<file path="config.mk">
export PLATFORM = sky130hd
export DESIGN_NAME = eta_acq_top
export DESIGN_NICKNAME = d
export VERILOG_FILES = /design/src/shared/eta_pkg.sv /design/src/eta_enc_counter.sv /design/src/eta_acq_top.sv
export SDC_FILE = /design/constraint.sdc
export NUM_CORES = 2
export LEC_CHECK = 0
export BUFFER_PORTS_ARGS = -buffer_cell sky130_fd_sc_hd__buf_2
export CAP_MARGIN = 15
export CELL_PAD_IN_SITES_DETAIL_PLACEMENT = 0
export CELL_PAD_IN_SITES_GLOBAL_PLACEMENT = 2
export CORE_AREA = 2 2 310 312
export CTS_CLUSTER_SIZE = 10
export DETAILED_ROUTE_END_ITERATION = 10
export DIE_AREA = 0 0 312 314
export PLACE_DENSITY = 0.85
export SYNTH_ARGS = -nofsm -noshare
export SYNTH_HDL_FRONTEND = slang
export SYNTH_SLANG_ARGS = --single-unit
</file>
<file path="constraint.sdc">
create_clock -name clk_sys_i -period 16.3 [get_ports clk_sys_i]
set_input_delay 3.26 -clock clk_sys_i [delete_from_list [all_inputs] [get_ports clk_sys_i]]
set_output_delay 3.26 -clock clk_sys_i [all_outputs]
set_load 0.005 [all_outputs]
</file>
<file path="src/shared/eta_pkg.sv">
/*
 * shared constants and types of the encoder and trigger acquisition
 * block: timing, reset values, modes, configuration carriers, state.
 * assumes a single 200 MHz system clock.
 */
package eta_pkg;

    // ------
    // timing
    // ------
    localparam int unsigned CLK_HZ       = 200_000_000;
    localparam int unsigned RATE_MIN_HZ  = 100;
    localparam int unsigned RATE_MAX_S   = 8_000;
    localparam int unsigned RATE_MAX_L   = 25_000;
    localparam int          RATE_W       = 15;
    localparam int          ACC_W        = 28;
    localparam int unsigned EXPO_MAX_US  = 10_000;
    localparam int unsigned EXPO_MAX_CYC =
        EXPO_MAX_US * (CLK_HZ / 1_000_000);
    localparam int          EXPO_W       = $clog2(EXPO_MAX_CYC + 1);
    localparam int          BURST_W      = 16;
    localparam int          PEAK_W       = 12;
    localparam int          N_ENC        = 3;

    // ------
    // modes
    // ------
    typedef enum logic [1:0] {INTP_X1, INTP_X2, INTP_X4} eta_intp_t;
    typedef enum logic [1:0] {REF_NONE, REF_ONCE, REF_ALL} eta_ref_t;
    typedef enum logic [1:0] {
        SYNC_OFF, SYNC_MASTER, SYNC_SLAVE, SYNC_MFI
    } eta_sync_t;
    typedef enum logic [2:0] {
        TRG_OFF, TRG_LEVEL, TRG_EDGE, TRG_SOFT, TRG_ENC
    } eta_trg_t;
    typedef enum logic [1:0] {LVL_GREEN, LVL_YELLOW, LVL_RED} eta_lvl_t;

    // ------
    // configuration carriers
    // ------
    typedef struct packed {
        eta_intp_t   intp;
        eta_ref_t    ref_mode;
        logic [31:0] max_val;
        logic [31:0] preset;
    } eta_enc_cfg_t;

    typedef struct packed {
        eta_trg_t           mode;
        logic               pol_high;
        logic               burst_inf;
        logic [BURST_W-1:0] burst_n;
        logic               enc_sel;
        logic [31:0]        lo;
        logic [31:0]        hi;
        logic [31:0]        inc;
    } eta_trg_cfg_t;

    // ------
    // state and reset values
    // ------
    typedef struct packed {
        logic [2:0]  a;
        logic [2:0]  b;
        logic [2:0]  z;
        logic        armed;
        logic        init;
        logic [31:0] cnt;
    } eta_enc_st_t;

    localparam eta_enc_st_t ENC_ST_RST = '{
        a: 3'h0, b: 3'h0, z: 3'h0, armed: 1'b1, init: 1'b1,
        cnt: 32'h0};

    typedef struct packed {
        logic [2:0]            sy;
        logic [ACC_W-1:0]      acc;
        logic                  tick;
        logic                  sync_out;
        logic                  rs_en;
        logic [EXPO_W-1:0]     half;
        logic                  busy;
        logic [N_ENC-1:0][31:0] lat;
        logic [N_ENC-1:0][31:0] val;
        logic                  val_vld;
        logic                  rec_frame;
        logic                  burst_on;
        logic [BURST_W-1:0]    left;
        logic                  enc_pend;
        logic [31:0]           tgt;
        eta_lvl_t              lvl;
    } eta_top_st_t;

    localparam eta_top_st_t TOP_ST_RST = '{
        lvl: LVL_GREEN, rs_en: 1'b1, default: '0};

endpackage

</file>
<file path="src/eta_enc_counter.sv">
/*
 * one quadrature encoder counter: synchronises the three tracks,
 * decodes direction, counts interpolated edges, wraps at a maximum
 * and loads a preset at start-up, on command or on reference marks.
 * assumes track inputs that change far slower than the clock.
 */
`timescale 1ns/1ps

module eta_enc_counter
    import eta_pkg::*;
(
    input  wire logic         clk_sys_i,
    input  wire logic         rst_i,
    input  wire logic         trk_a_i,
    input  wire logic         trk_b_i,
    input  wire logic         trk_ref_i,
    input  wire logic         ref_use_i,
    input  wire eta_enc_cfg_t cfg_i,
    input  wire logic         set_i,
    input  wire logic         rearm_i,
    output logic [31:0]       pos_o
);

    eta_enc_st_t q;
    eta_enc_st_t d;
    logic        a_ed;
    logic        b_ed;
    logic        step;
    logic        up;
    logic        mark;

    // ------
    // decode and count
    // ------
    // bit 0 is the first synchroniser stage, bit 2 the previous value
    always_comb begin
        d      = q;
        d.a    = {q.a[1:0], trk_a_i};
        d.b    = {q.b[1:0], trk_b_i};
        d.z    = {q.z[1:0], trk_ref_i};
        a_ed   = q.a[1] ^ q.a[2];
        b_ed   = q.b[1] ^ q.b[2];
        step   = 1'b0;
        up     = 1'b0;
        // a leads b when moving up; the level pair gives direction
        unique case (cfg_i.intp)
            INTP_X1: begin
                step = a_ed & q.a[1];
                up   = ~q.b[1];
            end
            INTP_X2: begin
                step = a_ed;
                up   = q.a[1] ^ q.b[1];
            end
            INTP_X4: begin
                step = a_ed | b_ed;
                up   = a_ed ? (q.a[1] ^ q.b[1]) : ~(q.a[1] ^ q.b[1]);
            end
            default: begin
                step = 1'b0;
                up   = 1'b0;
            end
        endcase
        mark = ref_use_i & q.z[1] & ~q.z[2];
        // start-up load and command load beat marks and counting
        if (q.init || set_i) begin
            d.cnt  = cfg_i.preset;
            d.init = 1'b0;
        end else if (mark && cfg_i.ref_mode == REF_ALL) begin
            d.cnt = cfg_i.preset;
        end else if (mark && cfg_i.ref_mode == REF_ONCE && q.armed) begin
            d.cnt   = cfg_i.preset;
            d.armed = 1'b0;
        end else if (step && up) begin
            d.cnt = (q.cnt >= cfg_i.max_val) ? 32'h0 : q.cnt + 32'h1;
        end else if (step) begin
            d.cnt = (q.cnt == 32'h0) ? cfg_i.max_val : q.cnt - 32'h1;
        end
        // in no-effect mode marks fall through unused
        if (rearm_i) begin
            d.armed = 1'b1;
        end
    end

    // wrap in both directions keeps the count inside 0..max
    always_ff @(posedge clk_sys_i or posedge rst_i) begin
        if (rst_i) begin
            q <= ENC_ST_RST;
        end else begin
            q <= d;
        end
    end

    assign pos_o = q.cnt;

endmodule

</file>
<file path="src/eta_acq_top.sv">
/*
 * encoder and trigger acquisition control: measurement cycle timing,
 * multi-controller sync, three encoder counters, mid-exposure
 * latching of encoder values, trigger gating and intensity status.
 * assumes an exposure engine that reports the start, length and end
 * of each exposure, and configuration held steady by its owner.
 */
// Operation
// - report encoder counts latched at the middle of each exposure
// - quadrature tracks decide direction: up one way, down other
// - x1, x2 or x4 interpolation picks counted edges, one step each
// - 32-bit counters wrap to zero past the configured maximum
// - no-effect mode ignores marks; preset loads at start or command
// - one-time mode loads preset at first mark, until re-armed
// - every-mark mode loads preset on each reference mark
// - preset loads at start and on command; kept below maximum
// - reset-reference command re-arms first-mark detection
// - two encoders turn off RS422 output and synchronization
// - three encoders mask reference tracks of encoders one and two
// - sync role master, slave, multifunction or inactive
// - cycle rate 0.1 kHz to 8 or 25 kHz in 1 Hz steps
// - intensity red saturated, yellow weak, green good; never stops
// - triggers gate recorded cycles, never the measuring rate
// - trigger inactive records continuously from power-on
// - level trigger records while the chosen level is present
// - edge trigger starts on chosen edge; pulses 5 us or more
// - edge and software triggers release a count or endless run
// - software trigger starts by command; trigger pin ignored
// - encoder trigger uses encoder one or two with limits
`timescale 1ns/1ps

module eta_acq_top
    import eta_pkg::*;
#(
    parameter bit                LARGE_VARIANT = 1'b1,
    parameter logic [PEAK_W-1:0] LVL_SAT       = 12'hf00,
    parameter logic [PEAK_W-1:0] LVL_WEAK      = 12'h100
) (
    input  wire logic                   clk_sys_i,
    input  wire logic                   rst_i,
    input  wire logic [N_ENC-1:0]       enc_a_i,
    input  wire logic [N_ENC-1:0]       enc_b_i,
    input  wire logic [N_ENC-1:0]       enc_ref_i,
    input  wire eta_enc_cfg_t [N_ENC-1:0] enc_cfg_i,
    input  wire logic [1:0]             enc_num_i,
    input  wire logic [N_ENC-1:0]       enc_set_i,
    input  wire logic [N_ENC-1:0]       enc_next_i,
    input  wire logic [N_ENC-1:0]       enc_rref_i,
    input  wire logic [RATE_W-1:0]      rate_hz_i,
    input  wire eta_sync_t              sync_role_i,
    input  wire logic                   sync_i,
    input  wire eta_trg_cfg_t           trg_cfg_i,
    input  wire logic                   soft_trig_i,
    input  wire logic                   expo_start_i,
    input  wire logic [EXPO_W-1:0]      expo_len_i,
    input  wire logic                   expo_done_i,
    input  wire logic [PEAK_W-1:0]      peak_i,
    output logic                        cycle_o,
    output logic                        sync_o,
    output logic                        rs422_en_o,
    output logic                        val_valid_o,
    output logic [N_ENC-1:0][31:0]      val_enc_o,
    output eta_lvl_t                    intensity_o
);

    // ------
    // elaboration checks
    // ------
    localparam int unsigned RATE_MAX =
        LARGE_VARIANT ? RATE_MAX_L : RATE_MAX_S;

    if (LVL_WEAK >= LVL_SAT) begin : g_bad_lvl
        $error("weak level must lie below saturation level");
    end
    if (RATE_MAX >= (1 << RATE_W)) begin : g_bad_rate
        $error("rate width too narrow for the maximum rate");
    end

    // ------
    // encoder counters
    // ------
    logic [N_ENC-1:0][31:0] pos;
    logic [N_ENC-1:0]       ref_use;

    for (genvar i = 0; i < N_ENC; i++) begin : g_enc
        // with three encoders the first two reference pins carry other
        // tracks, so their marks must never reach the counters
        assign ref_use[i] = !(enc_num_i == 2'd3 && i < 2);

        eta_enc_counter u_cnt (
            .clk_sys_i (clk_sys_i),
            .rst_i     (rst_i),
            .trk_a_i   (enc_a_i[i]),
            .trk_b_i   (enc_b_i[i]),
            .trk_ref_i (enc_ref_i[i]),
            .ref_use_i (ref_use[i]),
            .cfg_i     (enc_cfg_i[i]),
            .set_i     (enc_set_i[i]),
            .rearm_i   (enc_next_i[i] | enc_rref_i[i]),
            .pos_o     (pos[i])
        );
    end

    // ------
    // combinational helpers
    // ------
    eta_top_st_t       q;
    eta_top_st_t       d;
    logic              pin_free;
    logic              mfi;
    logic              pin_lvl;
    logic              pin_edge;
    logic [RATE_W-1:0] rate;
    logic [ACC_W:0]    acc_sum;
    logic              int_tick;
    logic              tick;
    logic              start_burst;
    logic [31:0]       epos;
    logic [32:0]       nxt;
    logic              hit;

    // ------
    // next state
    // ------
    always_comb begin
        d = q;

        // the shared pins are taken by the second encoder
        pin_free = (enc_num_i != 2'd2);
        mfi      = pin_free && sync_role_i == SYNC_MFI;
        d.rs_en  = pin_free;

        // sync pin: two stages, then a copy for edge detection
        d.sy     = {q.sy[1:0], sync_i};
        pin_lvl  = mfi && (q.sy[1] == trg_cfg_i.pol_high);
        pin_edge = mfi && (q.sy[1] != q.sy[2])
                   && (q.sy[1] == trg_cfg_i.pol_high);

        // rate clamp; a phase accumulator hits every 1 Hz step exactly
        // where a divider would only reach integer periods
        if (rate_hz_i < RATE_W'(RATE_MIN_HZ)) begin
            rate = RATE_W'(RATE_MIN_HZ);
        end else if (rate_hz_i > RATE_W'(RATE_MAX)) begin
            rate = RATE_W'(RATE_MAX);
        end else begin
            rate = rate_hz_i;
        end
        acc_sum  = {1'b0, q.acc} + {{(ACC_W + 1 - RATE_W){1'b0}}, rate};
        int_tick = acc_sum >= (ACC_W + 1)'(CLK_HZ);
        d.acc    = int_tick ? ACC_W'(acc_sum - (ACC_W + 1)'(CLK_HZ))
                            : acc_sum[ACC_W-1:0];

        // a slave takes its cycle from the master's pulse on the pin
        if (pin_free && sync_role_i == SYNC_SLAVE) begin
            tick = q.sy[1] & ~q.sy[2];
        end else begin
            tick = int_tick;
        end
        d.tick     = tick;
        d.sync_out = pin_free && sync_role_i == SYNC_MASTER
                     && int_tick;

        // midpoint latch: the exposure length may change each cycle,
        // so the half count is taken fresh at every exposure start
        if (expo_start_i) begin
            d.half = expo_len_i >> 1;
            d.busy = 1'b1;
        end else if (q.busy && q.half == '0) begin
            d.lat  = pos;
            d.busy = 1'b0;
        end else if (q.busy) begin
            d.half = q.half - EXPO_W'(1);
        end

        // a finished exposure is reported only if its cycle was gated in
        d.val_vld = expo_done_i && q.rec_frame;
        if (expo_done_i && q.rec_frame) begin
            d.val = q.lat;
        end

        // encoder window: the target walks lo, lo+inc, ... up to hi
        epos = trg_cfg_i.enc_sel ? pos[1] : pos[0];
        nxt  = {1'b0, q.tgt} + {1'b0, trg_cfg_i.inc};
        hit  = trg_cfg_i.mode == TRG_ENC && epos == q.tgt
               && epos >= trg_cfg_i.lo && epos <= trg_cfg_i.hi;
        // new limits leave a stale target; restart the walk at lo
        if (trg_cfg_i.mode != TRG_ENC || q.tgt < trg_cfg_i.lo
            || q.tgt > trg_cfg_i.hi) begin
            d.tgt = trg_cfg_i.lo;
        end else if (hit) begin
            d.tgt = (nxt > {1'b0, trg_cfg_i.hi} || trg_cfg_i.inc == 0)
                    ? trg_cfg_i.lo : nxt[31:0];
        end

        // per-cycle gate, decided at the cycle start only; the rate
        // path above never looks at any trigger state
        if (tick) begin
            unique case (trg_cfg_i.mode)
                TRG_OFF: begin
                    d.rec_frame = 1'b1;
                end
                TRG_LEVEL: begin
                    // a level shorter than a cycle may be missed
                    d.rec_frame = pin_lvl;
                end
                TRG_EDGE, TRG_SOFT: begin
                    d.rec_frame = q.burst_on;
                    if (q.burst_on && !trg_cfg_i.burst_inf) begin
                        d.left     = q.left - BURST_W'(1);
                        d.burst_on = (q.left > BURST_W'(1));
                    end
                end
                TRG_ENC: begin
                    d.rec_frame = q.enc_pend;
                    d.enc_pend  = 1'b0;
                end
                default: begin
                    d.rec_frame = 1'b0;
                end
            endcase
        end

        // new trigger events win over the same-cycle consumption
        unique case (trg_cfg_i.mode)
            TRG_EDGE: start_burst = pin_edge;
            TRG_SOFT: start_burst = soft_trig_i;
            default:  start_burst = 1'b0;
        endcase
        if (start_burst) begin
            d.left     = trg_cfg_i.burst_n;
            d.burst_on = trg_cfg_i.burst_inf || trg_cfg_i.burst_n != 0;
        end
        if (trg_cfg_i.mode != TRG_EDGE && trg_cfg_i.mode != TRG_SOFT) begin
            d.burst_on = 1'b0;
        end
        if (hit) begin
            d.enc_pend = 1'b1;
        end else if (trg_cfg_i.mode != TRG_ENC) begin
            d.enc_pend = 1'b0;
        end

        // status only: acquisition carries on whatever the colour
        if (peak_i >= LVL_SAT) begin
            d.lvl = LVL_RED;
        end else if (peak_i < LVL_WEAK) begin
            d.lvl = LVL_YELLOW;
        end else begin
            d.lvl = LVL_GREEN;
        end
    end

    // ------
    // state register
    // ------
    always_ff @(posedge clk_sys_i or posedge rst_i) begin
        if (rst_i) begin
            q <= TOP_ST_RST;
        end else begin
            q <= d;
        end
    end

    // ------
    // outputs, all straight from the state register
    // ------
    assign cycle_o     = q.tick;
    assign sync_o      = q.sync_out;
    assign rs422_en_o  = q.rs_en;
    assign val_valid_o = q.val_vld;
    assign val_enc_o   = q.val;
    assign intensity_o = q.lvl;

endmodule

</file>
## Word level (Yosys, flattened, before mapping)

Index checks and enable logic that the tools add are counted.

- $add $sub $neg: 11
- $lt $le $gt $ge: 14
- Eq/ne operators: 34
- Muxes and demuxes: 66
- Bitwise operators: 35
- Reductions and logical operators: 71

Operators by type and width:

| operator | number |
|---|---|
| 32-bit two-way mux | 25 |
| 32-bit >= comparator | 4 |
| 32-bit zero test | 4 |
| 97-bit two-way mux | 1 |
| 32-bit by 1-bit adder with 32-bit output, second input constant | 3 |
| 32-bit by 1-bit subtractor with 32-bit output, second input constant | 3 |
| 17-bit two-way mux | 3 |
| 21-bit two-way mux | 2 |
| 32-bit by 32-bit adder with 33-bit output | 1 |
| 33-bit by 32-bit greater-than comparator with 1-bit output | 1 |
| 32-bit equality test | 1 |
| 32-bit greater-than comparator | 1 |
| 32-bit <= comparator | 1 |
| 32-bit less-than comparator | 1 |
| 15-bit two-way mux | 2 |
| 28-bit by 15-bit adder with 29-bit output | 1 |
| 29-bit by 28-bit >= comparator with 1-bit output, second input constant | 1 |
| 28-bit two-way mux | 1 |
| 28-bit subtractor, second input constant | 1 |
| 1-bit logical AND | 26 |
| 22-bit two-way mux | 1 |
| 21-bit zero test | 1 |
| 1-bit two-way mux | 21 |
| 21-bit by 1-bit subtractor with 21-bit output, second input constant | 1 |
| other kinds (37) | 124 |

- Register bits: 431
- Input port bits: 398
- Output and inout port bits: 102
- Word-level logic and storage cells: 269

## Depth between registers and ports, before layout

- Word-level depth: 10
- Mapped depth: 24

## Hierarchy

From an unflattened synthesis, not the netlist that was laid out.

- Cells, all modules: 4078
- Area, all modules: 35721.8 sq um

By module, submodules not included:

| module | times used | cells an instance | area each (sq um) | seq. area each (sq um) |
|---|---|---|---|---|
| eta_acq_top | 1 | 2014 | 20865.0 | 7558.5 |
| eta_enc_counter | 3 | 688 | 4952.2 | 1078.5 |

## Worst setup path after synthesis

OpenSTA, ideal clock, no wires.

- Path type: in2reg
- Start point: input port trg_cfg_i[11] (netlist bit)
- End point: register q[11] (netlist bit)
- Arrival: 7606 ps
- Data required time: 16174 ps
- Path slack: 8568 ps
- Cell stages on the path: 22
- Buffers on the path: 2
- Cells stage by stage: ha_1 a21o_1 a221o_1 a21o_1 a31oi_1 o21ai_0 a41o_1 a31o_2 a2111o_1 nand3_1 ha_1 nor2b_1 o21ai_0 nand2_1 a211oi_1 and3_1 o31ai_1 a311o_1 buf_2 clkbuf_1 mux2i_1 a21oi_1

- Longest elaborated chain between the ends: 6
- Elaborated cells on any way between the ends: 7

RTL lines:

| what | RTL line | source |
|---|---|---|
| start: declaration | eta_acq_top.sv:52 | `input wire eta_trg_cfg_t trg_cfg_i,` |
| 32-bit by 32-bit adder with 33-bit output | eta_acq_top.sv:183 | `nxt = {1'b0, q.tgt} + {1'b0, trg_cfg_i.inc};` |
| 33-bit by 32-bit greater-than comparator with 1-bit output | eta_acq_top.sv:191 | `d.tgt = (nxt > {1'b0, trg_cfg_i.hi} \|\| trg_cfg_i.inc == 0)` |
| 1-bit logical OR * | eta_acq_top.sv:191 |  |
| 32-bit two-way mux * | eta_acq_top.sv:192 | `? trg_cfg_i.lo : nxt[31:0];` |
| 32-bit two-way mux * | eta_acq_top.sv:190 | `end else if (hit) begin` |
| 32-bit two-way mux * | eta_acq_top.sv:187 | `if (trg_cfg_i.mode != TRG_ENC \|\| q.tgt < trg_cfg_i.lo` |
| end signal: assignment | eta_acq_top.sv:257 | `q <= TOP_ST_RST;` |
| end signal: assignment | eta_acq_top.sv:259 | `q <= d;` |
| end: declaration | eta_acq_top.sv:107 | `eta_top_st_t q;` |

Mark *: on every way between the ends. The rest lies on a longest branch, timed or not. The select of a mux whose other input is x is not followed.
A chain may end at the register's enable or synchronous reset.

## Worst setup path in the final report

- Start point: input port trg_cfg_i[6] (netlist bit)
- End point: register q[4] (netlist bit)

Same word-level chain as after synthesis.

==> impl_metrics.json <==
{
  "pwr_density_cell_nw_per_um2": 94.8,
  "cts_buffers": 56,
  "cp_slowest_cell": "a311o_2",
  "synth-edff-count": 0,
  "insertion_delay_ns": 0.63,
  "ys_types": 95,
  "pin_count": 500,
  "clkTransAtPathRegs_ns": 0.07,
  "cp-start-kind": "input port",
  "num_vias": 30000,
  "hold_violations": 0,
  "wl_per_cell_microns": 22.6,
  "swShare": 0.362,
  "yosys_warnings": 0,
  "synth.avg_cell_area_sq_um": 8.84,
  "ys_seq_area_frac": 0.319,
  "drt_iter0_drc": 2094,
  "synth_ff_type": "dfrtp_1",
  "async_reset_ff_frac": 1.00,
  "status": "complete, no violations",
  "crit_chain": "buf_2 -> ha_1 -> inv_1 -> or4_1 -> o21bai_1 -> a31oi_1 -> o21ai_0 -> a41o_1 -> a31oi_1 -> xnor2_1 -> ha_1 -> nand4_1 -> nor4_1 -> a211oi_1 -> and3_1 -> o31ai_1 -> a311o_2 -> a21oi_1 -> mux2_2",
  "crit_path_max_fanout": 35,
  "arrival_ns": 9.24,
  "grt_pass1_wl_microns": 184000,
  "via_per_inst": 5.51,
  "maxCapViolations": 0,
  "drive_gt1_frac": 0.218,
  "cp.buffers_inverters": 2,
  "holdBufCountCts": 0,
  "synthCells": 3825,
  "p_switching_mw": 1.32,
  "cts.repair.resized": 0,
  "place_hpwl_microns": 94600,
  "die_area_sq_um": 98000,
  "setup_viol": 0,
  "start_util": 0.358,
  "first_pass_iters": 6,
  "grt_max_degree": 142,
  "hold_class": "reg -> reg",
  "wirelength_microns": 123000,
  "grt-busiest-layer": "met2",
  "tns_ns": 0,
  "use_met2": 0.409,
  "die_h_microns": 314,
  "leakagePower_nw": 18.6,
  "sequentialPowerShare": 0.355,
  "core_area_sq_um": 94400,
  "cp.required_ns": 16.81,
  "tritoncts": "built",
  "finalClockSkew_ns": 0.0301,
  "use_met1": 0.316,
  "power_frac_comb": 0.307,
  "max-slew-margin-rel": 0.182,
  "gr-total-overflow": 0,
  "fin_util": 0.408,
  "drv_slew": 0,
  "grt_pass1_vias": 29400,
  "layout.nets": 4834,
  "post_cts_buffers": 0,
  "path_class": "in -> reg",
  "p_int_mw": 2.33,
  "grt_setup_unrepaired": "false",
  "cts_htree_levels": 2,
  "die_w_microns": 312,
  "layout_min_cycle_time_ns": 8.73,
  "detail-route-antenna-nets": 0,
  "worst_ir_drop_vdd_v": 0.0000833,
  "clock_power_share": 0.338,
  "clock_sinks": 431,
  "gp_congestion": 0.910,
  "worstMarginPinSlew_ns": 1.22,
  "fmax_mhz": 115,
  "grt_util_met3": 0.0517,
  "std_cell_rows": 113,
  "slowest_delay_ns": 0.91,
  "clockBufferDepth": 3,
  "ys_ff_latch": 431,
  "antenna_found_initial": 40,
  "grt_usage": 0.244,
  "drcViolationCount": 0,
  "port_buffers": 490,
  "syn_to_final_growth_pct": 13.9,
  "cp_top_family": "compound AO/OA/AOI/OAI gates",
  "cts_root_buf": "clkbuf_16",
  "cp-end-kind": "register",
  "synth_area_sq_um": 33800,
  "fin_crit_sh": 0.535
}
==> cells by family (layout without fill, tap and decap cells) <==
family	Yosys count	after routing	synth area share
XOR/XNOR	219	219	0.0567
adder cells (fa/ha/maj)	321	321	0.119
other	1	18	0.000111
flip-flops	431	431	0.319
buffers and inverters	524	855	0.0700
AO/OA/AOI/OAI	910	910	0.179
multiplexers	265	265	0.0868
AND/OR/NAND/NOR	1154	1154	0.169
==> state kept, by name, indices dropped and copies added, names as in the netlist <==
| register | cells |
|---|---|
| q | 198 |
| g_enc.u_cnt.pos_o | 96 |
| val_enc_o | 96 |
| g_enc.u_cnt.d | 18 |
| g_enc.u_cnt.q | 15 |
| d | 2 |
| intensity_o | 2 |
| cycle_o | 1 |
| rs422_en_o | 1 |
| sync_o | 1 |
| val_valid_o | 1 |
==> worst reg2reg max path, cell delays in order (launching register included) <==
cell,delay (ns)
dfrtp_1,0.49
ha_1,0.43
inv_1,0.09
or4_1,0.51
o21bai_1,0.29
a31oi_1,0.24
o21ai_0,0.61
a41o_1,0.34
a31oi_1,0.16
xnor2_1,0.20
ha_1,0.32
nand4_1,0.12
nor4_1,0.57
a211oi_1,0.14
and3_1,0.23
o31ai_1,0.28
a311o_2,0.91
a21oi_1,0.19
mux2_2,0.29
==> placed cells by master (no fill, tap or decap), types with 25 or more instances in the layout <==
cell and n:
ha_1 319, xor2_1 92, mux2_2 223, inv_1 224, and3_1 45, buf_4 37, a21o_1 105, xnor2_1 127
or3_1 29, buf_2 490, nor2_1 266, nand3_1 93, mux2i_1 40, o211ai_1 46, a221oi_1 27, a21oi_1 220
o21ai_0 197, nor2b_1 29, nand2b_1 33, clkbuf_16 57, a31oi_1 35, nand2_1 305, nand4_1 74, nor4_1 55
dfrtp_1 424, a211oi_1 30, nor3_1 106, or4_1 25
==> Yosys cell counts, types with 9 or more instances <==
cell       instances  area [sq um]
mux2_2           223          2510
buf_2             21           105
o21ai_1           15          75.1
o21bai_1          14           105
a2111oi_0         11          96.3
nand2_1          306          1150
buf_4             98           736
or4_1             25           188
nand4_1           74           463
o22ai_1           19           119
a211o_1           14           123
nor4_1            55           344
dfrtp_1          424         10600
o221ai_1          17           149
a31oi_1           35           219
nand3_1           93           465
o21a_1            21           158
clkbuf_1         170           638
o2111ai_1          9          78.8
nor2b_1           29           181
nand2b_1          33           206
nor3_1           107           536
a21oi_1          220          1100
or3_1             29           181
o21ai_0          197           986
a221o_1           11           110
and4_1            12           105
and2_1            21           131
ha_1             319          3990
a221oi_1          28           245
o211ai_1          46           345
a211oi_1          33           248
inv_1            225           845
and3_1            45           282
nor2_1           267          1000
xor2_1            92           806
mux2i_1           40           400
o31ai_1           18           135
a21o_1           105           788
or2_2             20           125
xnor2_1          127          1110
==> routing by layer <==
layer	vias up	part of all wire	wire (microns)
met5	-	0.0011	136
met4	22	0.027	3300
met3	183	0.069	8530
met2	897	0.47	58200
met1	14500	0.43	52900
li1	14400	-	-
==> worst paths after layout <==
| path | to | cells past startpoint | from | slack [ns] |
|---|---|---|---|---|
| worst max-delay path | q[4] | 19 | trg_cfg_i[6] | 7.57 |
| worst min-delay path | g_enc[2].u_cnt.d[42] | 0 | g_enc[2].u_cnt.d[41] | 0.35 |
| worst max register to register | q[4] | 18 | q[8] | 9.77 |
| worst min register to register | g_enc[2].u_cnt.d[42] | 0 | g_enc[2].u_cnt.d[41] | 0.35 |
| max in group asynchronous | g_enc[2].u_cnt.q[39] | 4 | rst_i | 11.36 |
| min in group asynchronous | g_enc[0].u_cnt.d[36] | 2 | rst_i | 2.80 |
==> stage by stage <==
step           worst slack [ns]  instance area, sq um  instances  hold slack [ns]  power [mW]
2_1_floorplan              1.05                 33800       3827            0.331        2.06
3_5_place_dp               7.03                 36700       5322            0.335        2.43
4_1_cts                    7.68                 38500       5423            0.347        3.68
5_1_grt                    7.15                 38500       5432            0.352        3.87
3_3_place_gp               7.02                 36700       5322            0.335        2.42
6_report                   7.57                 38500       5438            0.345        3.65
==> power by group through the flow <==
stage / clock network, mW / registers (mW) / logic, mW
after floorplan: 0 / 1.22 / 0.840
after global placement: 0 / 1.32 / 1.10
after detailed placement: 0 / 1.32 / 1.11
after CTS: 1.26 / 1.30 / 1.12
after global routing: 1.31 / 1.31 / 1.25
final: 1.24 / 1.30 / 1.12
==> cell type report <==
type / count / area (sq um)
Sequential cell: 431 / 10800
Inverter: 226 / 856
Clock inverter: 16 / 179
Fill cell: 9746 / 55900
Timing Repair Buffer: 528 / 2750
Tap cell: 1265 / 1580
Antenna cell: 15 / 37.5
Clock buffer: 85 / 1600
Multi-Input combinational cell: 2872 / 20700
No activity file was read; power rests on OpenSTA's default activity.
